$ cat src/common/ssat_pkg.sv
// Constants, field layouts and state types of the single-slope converter timer.
// Assumes a 20 MHz system clock and a 32-bit AHB-Lite register window.

package ssat_pkg;

    // ------------------------------------------------------------------
    // Clock and timing
    // ------------------------------------------------------------------
    localparam int CLK_PERIOD_NS  = 50;
    localparam int SYNC_MIN_NS    = 50;
    localparam int SYNC_MAX_NS    = 12500;
    localparam int SYNC_MIN_CYC_I = (SYNC_MIN_NS + CLK_PERIOD_NS - 1) / CLK_PERIOD_NS;
    localparam int SYNC_MAX_CYC_I = SYNC_MAX_NS / CLK_PERIOD_NS;

    // ------------------------------------------------------------------
    // Widths
    // ------------------------------------------------------------------
    localparam int CHANNELS = 4;
    localparam int TIMER_W  = 12;
    localparam int WIDTH_W  = 8;
    localparam int TRIM_W   = 3;
    localparam int AUX_W    = 2;

    localparam logic [WIDTH_W-1:0] SYNC_MIN_CYC = WIDTH_W'(SYNC_MIN_CYC_I);
    localparam logic [WIDTH_W-1:0] SYNC_MAX_CYC = WIDTH_W'(SYNC_MAX_CYC_I);
    localparam logic [TIMER_W-1:0] TIMER_MAX    = 12'hFFF;
    localparam logic [TIMER_W-1:0] TIMER_ZERO   = 12'h000;

    // ------------------------------------------------------------------
    // Register byte offsets
    // ------------------------------------------------------------------
    localparam logic [7:0] OFS_MODE    = 8'h00;
    localparam logic [7:0] OFS_SYNC_WT = 8'h04;
    localparam logic [7:0] OFS_TRIM    = 8'h08;
    localparam logic [7:0] OFS_STATUS  = 8'h0C;
    localparam logic [7:0] OFS_CAP0    = 8'h10;
    localparam logic [7:0] OFS_CAP1    = 8'h14;
    localparam logic [7:0] OFS_CAP2    = 8'h18;
    localparam logic [7:0] OFS_CAP3    = 8'h1C;

    // ------------------------------------------------------------------
    // Field positions
    // ------------------------------------------------------------------
    localparam int MODE_AUX_LSB    = 0;
    localparam int MODE_AUX_MSB    = 1;
    localparam int MODE_RATE_BIT   = 7;
    localparam int STAT_DISCH_BIT  = 0;
    localparam int STAT_CONV_BIT   = 1;
    localparam int STAT_TRIP_LSB   = 4;
    localparam int STAT_TIMER_LSB  = 16;

    // ------------------------------------------------------------------
    // Reset values
    // ------------------------------------------------------------------
    localparam logic [AUX_W-1:0]   AUX_RESET   = 2'h0;
    localparam logic [TRIM_W-1:0]  TRIM_RESET  = 3'h0;
    localparam logic [WIDTH_W-1:0] WIDTH_RESET = 8'h28;

    // ------------------------------------------------------------------
    // Types
    // ------------------------------------------------------------------
    typedef enum logic [1:0] {
        PH_IDLE,
        PH_DISCHARGE,
        PH_CONVERT
    } ssat_phase_t;

    typedef struct packed {
        logic                  rate_fast;
        logic [AUX_W-1:0]      aux_sel;
    } ssat_mode_t;

    typedef struct packed {
        logic                  wr_pend;
        logic [7:0]            wr_ofs;
        logic [31:0]           rdata;
        ssat_mode_t            mode;
        logic [WIDTH_W-1:0]    sync_width;
        logic [TRIM_W-1:0]     trim;
        ssat_phase_t           phase;
        logic [WIDTH_W-1:0]    width_cnt;
        logic                  div_tick;
        logic [TIMER_W-1:0]    timer;
        logic [CHANNELS-1:0]   trip_prev;
        logic [CHANNELS-1:0]   tripped;
        logic [CHANNELS-1:0][TIMER_W-1:0] work;
        logic [CHANNELS-1:0][TIMER_W-1:0] result;
        logic                  sync_out;
        logic                  sh_strobe;
    } ssat_state_t;

endpackage : ssat_pkg

$ cat src/verilog/ssat_adc_timer.sv
// Timing core of a four-channel simultaneous single-slope converter.
// Assumes an AHB-Lite master, a one-cycle sync start strobe from the PWM
// block on hclk, and asynchronous comparator outputs from the analogue side.
//
// Function
// [RULE1] Two mode bits steer auxiliary input multiplexer
// [RULE2] Four channels converted together on one timer
// [RULE3] Twelve-bit timer counts start-to-crossing into result
// [RULE4] Sync pulse discharges ramp, restarts timer at zero
// [RULE5] Mode bit seven selects full or half rate
// [RULE6] Each comparator trip captures timer per channel
// [RULE7] Usable count capped at 4095 or period
// [RULE8] Conversion period follows sync rate, single/double update
// [RULE9] Channel with no trip reports zero
// [RULE10] Software programs sync width to discharge ramp
// [RULE11] Three-bit ramp current trim, resets to zero
// [RULE12] Software calibration loop increments trim against target
// [RULE13] Sample-and-hold strobes at sync pulse falling edge
// [RULE14] Sync width programmable 0.05 to 12.5 us
// [RULE15] Results hold until next sync, read-only
//
// Local design decisions: the AHB-Lite slave port and the register offsets.
`timescale 1ns/100ps
`default_nettype none

module ssat_adc_timer
    import ssat_pkg::*;
(
    input  wire logic                hclk,
    input  wire logic                hresetn,
    input  wire logic                hsel,
    input  wire logic [31:0]         haddr,
    input  wire logic [1:0]          htrans,
    input  wire logic                hwrite,
    input  wire logic [2:0]          hsize,
    input  wire logic                hready,
    input  wire logic [31:0]         hwdata,
    output logic      [31:0]         hrdata,
    output logic                     hreadyout,
    output logic                     hresp,
    input  wire logic                pwm_sync_start,
    input  wire logic [CHANNELS-1:0] comparator_trip,
    output logic                     pwm_sync_pulse,
    output logic                     sample_hold_strobe,
    output logic                     aux_select_high,
    output logic                     aux_select_low,
    output logic      [TRIM_W-1:0]   ramp_current_trim
);

    // ------------------------------------------------------------------
    // Comparator synchronisation
    // ------------------------------------------------------------------
    logic [CHANNELS-1:0] trip_sync;

    ssat_sync #(
        .WIDTH (CHANNELS)
    ) u_trip_sync (
        .hclk     (hclk),
        .hresetn  (hresetn),
        .async_in (comparator_trip),
        .sync_out (trip_sync)
    );

    // ------------------------------------------------------------------
    // State
    // ------------------------------------------------------------------
    ssat_state_t state_reg;
    ssat_state_t state_next;

    logic                accept;
    logic                timer_tick;
    logic [CHANNELS-1:0] trip_rise;
    logic [WIDTH_W-1:0]  width_clamped;

    // ------------------------------------------------------------------
    // Read multiplexer
    // ------------------------------------------------------------------
    function automatic logic [31:0] read_word(input ssat_state_t st, input logic [7:0] ofs);
        logic [31:0] w;
        w = 32'h0000_0000;
        case (ofs)
            OFS_MODE: begin
                w[MODE_AUX_MSB:MODE_AUX_LSB] = st.mode.aux_sel;
                w[MODE_RATE_BIT]             = st.mode.rate_fast;
            end
            OFS_SYNC_WT: begin
                w[WIDTH_W-1:0] = st.sync_width;
            end
            OFS_TRIM: begin
                w[TRIM_W-1:0] = st.trim;
            end
            OFS_STATUS: begin
                w[STAT_DISCH_BIT]                            = (st.phase == PH_DISCHARGE);
                w[STAT_CONV_BIT]                             = (st.phase == PH_CONVERT);
                w[STAT_TRIP_LSB+CHANNELS-1:STAT_TRIP_LSB]    = st.tripped;
                w[STAT_TIMER_LSB+TIMER_W-1:STAT_TIMER_LSB]   = st.timer;
            end
            OFS_CAP0: begin
                w[TIMER_W-1:0] = st.result[0];
            end
            OFS_CAP1: begin
                w[TIMER_W-1:0] = st.result[1];
            end
            OFS_CAP2: begin
                w[TIMER_W-1:0] = st.result[2];
            end
            OFS_CAP3: begin
                w[TIMER_W-1:0] = st.result[3];
            end
            default: begin
                w = 32'h0000_0000;
            end
        endcase
        return w;
    endfunction : read_word

    // ------------------------------------------------------------------
    // Helper terms
    // ------------------------------------------------------------------
    assign accept     = hsel && htrans[1] && hready;
    assign timer_tick = state_reg.mode.rate_fast || state_reg.div_tick; // [RULE5]
    assign trip_rise  = trip_sync & ~state_reg.trip_prev;

    always_comb begin
        if (state_reg.sync_width < SYNC_MIN_CYC) begin
            width_clamped = SYNC_MIN_CYC; // [RULE14]
        end else if (state_reg.sync_width > SYNC_MAX_CYC) begin
            width_clamped = SYNC_MAX_CYC; // [RULE14]
        end else begin
            width_clamped = state_reg.sync_width;
        end
    end

    // ------------------------------------------------------------------
    // Next state
    // ------------------------------------------------------------------
    always_comb begin
        state_next           = state_reg;
        state_next.sh_strobe = 1'b0;
        state_next.trip_prev = trip_sync;
        state_next.div_tick  = ~state_reg.div_tick;

        // Bus write data phase
        if (state_reg.wr_pend) begin
            case (state_reg.wr_ofs)
                OFS_MODE: begin
                    state_next.mode.aux_sel   = hwdata[MODE_AUX_MSB:MODE_AUX_LSB]; // [RULE1]
                    state_next.mode.rate_fast = hwdata[MODE_RATE_BIT]; // [RULE5]
                end
                OFS_SYNC_WT: begin
                    state_next.sync_width = hwdata[WIDTH_W-1:0]; // [RULE14]
                end
                OFS_TRIM: begin
                    state_next.trim = hwdata[TRIM_W-1:0]; // [RULE11]
                end
                default: begin
                    state_next.trim = state_reg.trim; // [RULE15]
                end
            endcase
        end

        // Conversion cycle
        if (pwm_sync_start) begin
            for (int i = 0; i < CHANNELS; i++) begin
                state_next.result[i] = state_reg.tripped[i] ? state_reg.work[i]
                                                            : TIMER_ZERO; // [RULE9]
                state_next.work[i]   = TIMER_ZERO;
            end
            state_next.tripped   = '0; // [RULE15]
            state_next.phase     = PH_DISCHARGE; // [RULE8]
            state_next.width_cnt = width_clamped - SYNC_MIN_CYC;
            state_next.sync_out  = 1'b1; // [RULE4]
            state_next.timer     = TIMER_ZERO; // [RULE4]
        end else begin
            case (state_reg.phase)
                PH_IDLE: begin
                    state_next.sync_out = 1'b0;
                end
                PH_DISCHARGE: begin
                    if (state_reg.width_cnt == '0) begin
                        state_next.phase     = PH_CONVERT;
                        state_next.sync_out  = 1'b0;
                        state_next.sh_strobe = 1'b1; // [RULE13]
                        state_next.timer     = TIMER_ZERO; // [RULE4]
                        state_next.div_tick  = 1'b0;
                    end else begin
                        state_next.width_cnt = state_reg.width_cnt - 1'b1;
                    end
                end
                PH_CONVERT: begin
                    if (timer_tick && state_reg.timer != TIMER_MAX) begin
                        state_next.timer = state_reg.timer + 1'b1; // [RULE3] [RULE7]
                    end
                    for (int i = 0; i < CHANNELS; i++) begin
                        if (trip_rise[i] && !state_reg.tripped[i]) begin
                            state_next.work[i]    = state_reg.timer; // [RULE2] [RULE6]
                            state_next.tripped[i] = 1'b1;
                        end
                    end
                end
                default: begin
                    state_next.phase = PH_IDLE;
                end
            endcase
        end

        // Bus address phase
        state_next.wr_pend = accept && hwrite;
        state_next.wr_ofs  = {haddr[7:2], 2'b00};
        if (accept && !hwrite) begin
            state_next.rdata = read_word(state_next, {haddr[7:2], 2'b00});
        end else begin
            state_next.rdata = 32'h0000_0000;
        end
    end

    // ------------------------------------------------------------------
    // Registers
    // ------------------------------------------------------------------
    always_ff @(posedge hclk or negedge hresetn) begin
        if (!hresetn) begin
            state_reg                <= '0;
            state_reg.mode.aux_sel   <= AUX_RESET;
            state_reg.trim           <= TRIM_RESET; // [RULE11]
            state_reg.sync_width     <= WIDTH_RESET;
            state_reg.phase          <= PH_IDLE;
        end else begin
            state_reg <= state_next;
        end
    end

    // ------------------------------------------------------------------
    // Outputs
    // ------------------------------------------------------------------
    assign hrdata             = state_reg.rdata;
    assign hreadyout          = 1'b1;
    assign hresp              = 1'b0;
    assign pwm_sync_pulse     = state_reg.sync_out;
    assign sample_hold_strobe = state_reg.sh_strobe;
    assign aux_select_high    = state_reg.mode.aux_sel[MODE_AUX_MSB]; // [RULE1]
    assign aux_select_low     = state_reg.mode.aux_sel[MODE_AUX_LSB]; // [RULE1]
    assign ramp_current_trim  = state_reg.trim;

endmodule : ssat_adc_timer

`default_nettype wire

$ cat src/verilog/ssat_sync.sv
// Two-flop synchroniser for a bus of asynchronous levels.
// Assumes inputs change slowly against the system clock.
`timescale 1ns/100ps
`default_nettype none

module ssat_sync #(
    parameter int WIDTH = 4
) (
    input  wire logic             hclk,
    input  wire logic             hresetn,
    input  wire logic [WIDTH-1:0] async_in,
    output logic      [WIDTH-1:0] sync_out
);

    typedef struct packed {
        logic [WIDTH-1:0] meta;
        logic [WIDTH-1:0] stable;
    } ssat_sync_state_t;

    ssat_sync_state_t state_reg;
    ssat_sync_state_t state_next;

    always_comb begin
        state_next        = state_reg;
        state_next.meta   = async_in;
        state_next.stable = state_reg.meta;
    end

    always_ff @(posedge hclk or negedge hresetn) begin
        if (!hresetn) begin
            state_reg <= '0;
        end else begin
            state_reg <= state_next;
        end
    end

    assign sync_out = state_reg.stable;

endmodule : ssat_sync

`default_nettype wire

$ cat config.mk
export PLATFORM = sky130hd
export DESIGN_NAME = ssat_adc_timer
export DESIGN_NICKNAME = d
export VERILOG_FILES = /design/src/common/ssat_pkg.sv /design/src/verilog/ssat_adc_timer.sv /design/src/verilog/ssat_sync.sv
export SDC_FILE = /design/constraint.sdc
export NUM_CORES = 1
export LEC_CHECK = 0
export ABC_AREA = 1
export BUFFER_PORTS_ARGS = -buffer_cell sky130_fd_sc_hd__buf_2
export CAP_MARGIN = 20
export CORE_ASPECT_RATIO = 0.8
export CORE_MARGIN = 2
export CORE_UTILIZATION = 45
export CTS_BUF_LIST = sky130_fd_sc_hd__clkbuf_8
export DETAILED_ROUTE_END_ITERATION = 6
export PLACE_DENSITY_LB_ADDON = 0.12
export SLEW_MARGIN = 20
export SYNTH_ARGS = -nofsm -noshare
export SYNTH_HDL_FRONTEND = slang
export SYNTH_SLANG_ARGS = --single-unit
$ cat constraint.sdc
create_clock -name hclk -period 5.6 [get_ports hclk]
set_input_delay 0.28 -clock hclk [delete_from_list [all_inputs] [get_ports hclk]]
set_output_delay 0.28 -clock hclk [all_outputs]
set_load 0.02 [all_outputs]
==> results.py, run 1 <==
metrics = {
    "layout": {
        "multiInputGateArea_um2": 3090,
        "areaGrowthSynthToFinish_pct": 9.00,
        "final_common_cell": "nand2_1",
        "n_fill_cell": 1884,
        "diodes": 0,
        "utilization_pct": 49.5,
        "mostFrequentLayoutCells": "nand2_1, dfrtp_1, inv_1",
        "largest_reg_flops": 143,
        "drive_above_1_share_pct": 10.6,
        "layout.nets": 1158,
        "ff_latch_area_um2": 4560,
    },
    "global_route": {
        "antenna_found_initial": 0,
        "grt.total_usage_pct": 21.9,
        "grt_remaining_overflow": 0,
        "grt_pass1_wl_um": 33500,
        "grt_max_degree": 83,
        "grt_pass1_vias": 6062,
    },
    "critical_path": {
        "crit_slowest_cell": "o31ai_4",
        "critPathMaxFanout": 22,
        "r2r_cells": 5,
        "max_stage_delay_ns": 0.81,
        "required_ns": 5.96,
        "crit_family": "compound AO/OA/AOI/OAI gates",
        "rrSetupSlack_ns": 2.80,
        "startpoint_type": "register",
        "arrival_ns": 3.16,
        "r2r-start": "state_reg[127]",
        "rr_endpoint": "state_reg[74]",
        "cp-end-kind": "register",
        "path_buf_inv": 1,
        "criticalPathCategory": "reg2reg",
        "path_cells": "inv_1 > ha_1 > nand2_1 > o31ai_4 > mux2_2",
    },
    "clock_network": {
        "cts-resized-gates": 0,
        "cts_num_sinks": 182,
        "path_clk_slew_ns": 0.09,
        "cts_tree": "built",
        "clock_latency_ns": 0.48,
        "cts_made_buffers": 17,
        "cts_buffer_depth": 2,
        "htree_levels": 4,
        "cts_root_buffer": "clkbuf_8",
    },
    "drt": {
        "via_per_inst": 4.87,
        "vias": 6541,
        "routed-wl-met2_um": 8520,
        "route.detailed.drc": 2,
        "wl_met3_um": 1080,
        "highest_layer": "met4",
        "drt_pass1_iterations": 7,
        "wirelength_um": 20400,
        "wl_per_cell_um": 15.2,
        "drt-met1-wl_um": 10700,
        "postRouteAntennaNets": 0,
        "drtIter0Drc": 493,
    },
    "synthesis": {
        "ys_seq_area_share_pct": 53.4,
        "syn-cell-area_um2": 8540,
        "syn_inst": 1041,
        "async_flop_share_pct": 100,
        "synthTopCellsByArea": "dfrtp_1, nand2_1, o21ai_0, inv_1, nor2_1",
        "ys.flop_type": "dfrtp_1",
        "synth_cell_type_count": 40,
        "ys_ff_latch": 182,
        "synth_edf_count": 0,
        "syn_area_per_cell_um2": 8.20,
        "yosys_warnings": 0,
        "synth.top_cell.area_share_pct": 52.7,
        "yosysTopAreaCell": "dfrtp_1",
    },
    "floorplanning": {
        "die_w_um": 158,
        "die_h_um": 127,
        "initial_core_util_pct": 45.4,
        "row_count": 45,
        "dieArea_um2": 20100,
        "io_pins": 120,
        "coreArea_um2": 18800,
    },
    "outcome": {
        "violations": "DRC",
        "status": "complete, but fails checks",
    },
    "placed_design": {
        "hpwl_um": 13500,
        "gp_congestion": 0.817,
        "port-buffer-count": 55,
    },
    "sta": {
        "setup_tns_ns": 0,
        "fin_crit_sh_pct": 50.0,
        "slew_viol_final": 0,
        "max_slew_margin_pct": 32.3,
        "hold_violations": 0,
        "rsz0062_at_grt": "no",
        "tightest_slew_ns": 1.02,
        "fin_worst_skew_ns": 0.0162,
        "period_minus_slack_ns": 2.80,
        "finalSetupViolCount": 0,
        "fmax_ghz": 0.357,
    },
    "pwr": {
        "cellLeakagePower_nw": 4.47,
        "peakVddDrop_mv": 0.161,
        "powerDensity_nw_per_um2": 265,
    },
    "worst_hold_path": {
        "worstHoldPathCells": 3,
        "min_to": "state_reg[183]",
        "hp-class": "in2reg",
        "hold_start": "hwrite",
    },
    "job": {
        "drv_cap": 0,
    },
}
-- cells in the mapped netlist, types with 2 or more instances --
library cell    n
nor3_1          4
ha_1            7
buf_4          40
o21ai_0       106
nand2_2         2
nand2_1       316
nand3_2         3
buf_6           3
nand3b_1        2
nor2_4          2
o31ai_4         2
xor2_1          4
mux2_2          2
clkbuf_1        7
dfrtp_1       180
buf_2          15
dfstp_2         2
inv_2           2
a41oi_1         4
o21ai_1         9
o221ai_1        2
nand4_1        15
nor2_2          6
and2_1          2
a21oi_1        26
conb_1          2
nor2_1         88
nand3_1        48
o311ai_0        2
inv_1         128
-- worst min-delay path: stages --
cell    delay (ns)
buf_2         0.10
inv_1         0.04
nor2_1        0.04
-- final cells by class --
type | instances | share of cell area, %
Sequential cell | 182 | 49.0
Multi-Input combinational cell | 670 | 33.2
Inverter | 131 | 5.28
Timing Repair Buffer | 70 | 4.60
Tap cell | 258 | 3.47
Clock buffer | 18 | 2.66
Clock inverter | 14 | 1.84
-- through the flow --
step	area, um2	power, W	hold slack (ns)	worst slack [ns]	cells
after floorplan	8570	0.00147	-0.0156	3.68	1049
after global placement	8770	0.00153	0.286	2.79	1300
after detailed placement	8770	0.00153	0.284	2.76	1300
after CTS	9300	0.00249	0.00282	2.76	1343
after global routing	9310	0.00258	0.0101	2.58	1343
final	9310	0.00247	0.0265	2.80	1343
-- worst max-delay path by stage --
| stage | from | end | cells past startpoint |
|---|---|---|---|
| 2_1_floorplan | state_reg[137] | state_reg[125] | 12 |
| 3_3_place_gp | state_reg[127] | state_reg[74] | 5 |
| 3_5_place_dp | state_reg[127] | state_reg[74] | 5 |
| 4_1_cts | state_reg[127] | state_reg[74] | 5 |
| 5_1_grt | state_reg[127] | state_reg[74] | 5 |
| 6_report | state_reg[127] | state_reg[74] | 5 |
-- what timing repair did --
action,in CTS,in global routing
endpoints found under the hold margin,67,0
endpoints found under the setup margin,0,0
setup buffers,0,0
hold buffers,11,0
-- routing by layer --
metal | vias up | track usage, %
met5 | - | 0
met4 | 0 | 4.98
met3 | 15 | 4.78
met2 | 160 | 31.1
met1 | 3077 | 34.2
li1 | 3289 | -
-- cell families after synthesis --
kind of cell,synth area share (%)
AOI/OAI and AO/OA,9.99
and+or+nand+nor,23.8
DFF,53.4
xor gates and xnor gates,0.513
other,0.0879
adders and majority gates,1.03
muxes,0.264
buffers and inverters,10.9
-- power breakdown --
group,internal [W],total [W],switching [W]
Combinational,0.0000442,0.000160,0.000116
Clock,0.000457,0.000956,0.000499
Sequential,0.00133,0.00135,0.0000149
No activity file was read; power rests on OpenSTA's default activity.
==> inputs of run 2 (changes only) <==
Settings changed: ABC_AREA 1 to 0.
Clock period 5.6 ns to 2.7 ns, I/O delays scaled along.
==> results.py, run 2 <==
metrics = {
    "layout": {
        "drive_above_1_share_pct": 17.9,
        "layout.nets": 939,
        "mostFrequentLayoutCells": "dfrtp_1, nand2_1, a21oi_1",
        "final_common_cell": "dfrtp_1",
        "largest_reg_flops": 143,
        "diodes": 0,
        "areaGrowthSynthToFinish_pct": 11.8,
    },
    "critical_path": {
        "required_ns": 3.05,
        "cp-end-kind": "register",
        "arrival_ns": 2.85,
        "path_cells": "inv_1 > ha_1 > or4b_4 > o41ai_4 > a21oi_4 > o21bai_1 > mux2_4 > nor2b_4",
        "path_buf_inv": 1,
        "rr_endpoint": "hrdata[16]",
        "crit_slowest_cell": "or4b_4",
        "crit_family": "compound AO/OA/AOI/OAI gates",
        "startpoint_type": "register",
        "r2r-start": "state_reg[119]",
        "critPathMaxFanout": 10,
        "criticalPathCategory": "reg2reg",
        "rrSetupSlack_ns": 0.21,
        "r2r_cells": 8,
        "max_stage_delay_ns": 0.50,
    },
    "clock_network": {
        "cts-resized-gates": 0,
        "post_cts_buffers": 0,
        "htree_levels": 4,
        "cts_buffer_depth": 2,
        "cts_made_buffers": 17,
        "cts_tree": "built",
        "cts_root_buffer": "clkbuf_8",
        "path_clk_slew_ns": 0.10,
        "hold_buffers": 20,
        "clock_latency_ns": 0.47,
        "cts_num_sinks": 182,
    },
    "global_route": {
        "grt_max_degree": 63,
        "grt.total_usage_pct": 21.8,
        "grt_pass1_vias": 5999,
        "grt_pass1_wl_um": 32700,
        "grt_remaining_overflow": 0,
        "antenna_found_initial": 0,
    },
    "drt": {
        "route.detailed.drc": 0,
        "drtIter0Drc": 579,
        "via_per_inst": 5.62,
        "wl_per_cell_um": 18.7,
        "vias": 6156,
        "drt_pass1_iterations": 6,
        "wirelength_um": 20500,
        "postRouteAntennaNets": 0,
    },
    "synthesis": {
        "ys_ff_latch": 182,
        "yosys-top-cells-count": "dfrtp_1, nand2_1, a21oi_1, nand3_1, nor2_1",
        "ys_seq_area_share_pct": 55.0,
        "syn-cell-area_um2": 8290,
        "ys.flop_type": "dfrtp_1",
        "synth.top_cell.area_share_pct": 54.4,
        "yosys_warnings": 0,
        "synthTopCellsByArea": "dfrtp_1, nand2_1, a21oi_1, nand3_1, a22o_1",
        "synth_cell_type_count": 71,
        "syn_area_per_cell_um2": 10.2,
        "yosysMostFrequentCell": "dfrtp_1",
        "syn_inst": 811,
        "synth_edf_count": 0,
        "yosysTopAreaCell": "dfrtp_1",
        "async_flop_share_pct": 100,
    },
    "pwr": {
        "cellLeakagePower_nw": 4.27,
        "clkPwrFrac_pct": 37.0,
        "p_int_w": 0.00397,
        "p_switching_w": 0.00138,
        "powerDensity_nw_per_um2": 578,
        "seqPwrFrac_pct": 53.3,
        "switching_share_pct": 25.7,
        "pwr-share-comb_pct": 9.6,
        "peakVddDrop_mv": 0.376,
    },
    "placed_design": {
        "port-buffer-count": 55,
        "hpwl_um": 13800,
        "gp_congestion": 0.806,
    },
    "worst_hold_path": {
        "min_to": "state_reg[177]",
        "hp-class": "in2reg",
        "hold_start": "haddr[2]",
        "worstHoldPathCells": 2,
    },
    "sta": {
        "rsz0062_at_grt": "no",
        "max_slew_margin_pct": 59.9,
        "fin_worst_skew_ns": 0.0162,
        "slew_viol_final": 0,
        "period_minus_slack_ns": 2.49,
        "hold_violations": 0,
        "finalSetupViolCount": 0,
        "fmax_ghz": 0.401,
        "setup_tns_ns": 0,
        "tightest_slew_ns": 0.602,
        "hold_slack_ns": 0.0860,
        "fin_crit_sh_pct": 92.3,
    },
    "floorplanning": {
        "die_w_um": 156,
        "dieArea_um2": 19500,
        "io_pins": 120,
        "die_h_um": 125,
        "coreArea_um2": 18100,
        "row_count": 44,
        "initial_core_util_pct": 45.7,
    },
    "job": {
        "drv_cap": 0,
    },
    "outcome": {
        "status": "finished, final reports clean",
    },
}
## run 2: layout make-up
type,count,area [um2]
multi-input combinational,529,3200
fill,1623,8850
clock buffer,20,275
inverter,20,75.1
clock inverter,12,151
timing repair buffer,103,717
tap,230,288
sequential,182,4560
## run 2: worst reg2reg max path, stage by stage, from the launching register on
cell and delay [ns]:
dfrtp_1 0.39, inv_1 0.12, ha_1 0.20, or4b_4 0.50
o41ai_4 0.40, a21oi_4 0.17, o21bai_1 0.20, mux2_4 0.28
nor2b_4 0.13
## run 2: metal layers
layer  GRT usage (%)  share of wire, %  up-vias
li1                -                 -     2884
met1            32.5                49     3084
met2            31.5                44      169
met3            5.34               5.9       19
met4            6.58               1.6        0
met5               0                 0        -
## run 2: per-stage QoR
stage | instance area, um2 | power [W] | setup slack, ns | std cells | utilization (%)
5_1_grt | 9270 | 0.00559 | 0.0436 | 1096 | 51.2
6_report | 9270 | 0.00535 | 0.207 | 1096 | 51.2
2_1_floorplan | 8320 | 0.00322 | 0.432 | 819 | -
3_5_place_dp | 8640 | 0.00340 | 0.212 | 1044 | 47.7
3_3_place_gp | 8640 | 0.00338 | 0.267 | 1044 | 47.7
4_1_cts | 9270 | 0.00540 | 0.194 | 1096 | 51.2
## run 2: cell families (layout without fill, tap and decap cells)
family	count (synthesis)	count (layout)	share of synthesized area, %
AO/OA/AOI/OAI	180	180	15.1
XOR/XNOR	11	11	1.16
adder cells (fa/ha/maj)	7	7	1.06
buffers and inverters	108	155	6.72
flip-flops	182	182	55.0
multiplexers	31	31	4.15
other	2	10	0.0906
AND/OR/NAND/NOR	290	290	16.7
## run 2: power by group through the flow
stage | clock network (W) | logic, W | registers [W]
finish | 0.00198 | 0.000515 | 0.00285
global route | 0.00215 | 0.000576 | 0.00287
detailed placement | 0 | 0.000497 | 0.00291
global placement | 0 | 0.000478 | 0.00290
floorplan | 0 | 0.000317 | 0.00290
CTS | 0.00202 | 0.000520 | 0.00285
## run 2: worst max path at each step
stage | startpoint | to | cells past startpoint
finish | state_reg[119] | hrdata[16] | 8
global route | state_reg[119] | hrdata[1] | 8
CTS | state_reg[119] | hrdata[1] | 8
detailed placement | state_reg[119] | hrdata[16] | 8
global placement | state_reg[119] | hrdata[16] | 8
floorplan | state_reg[119] | hrdata[16] | 9
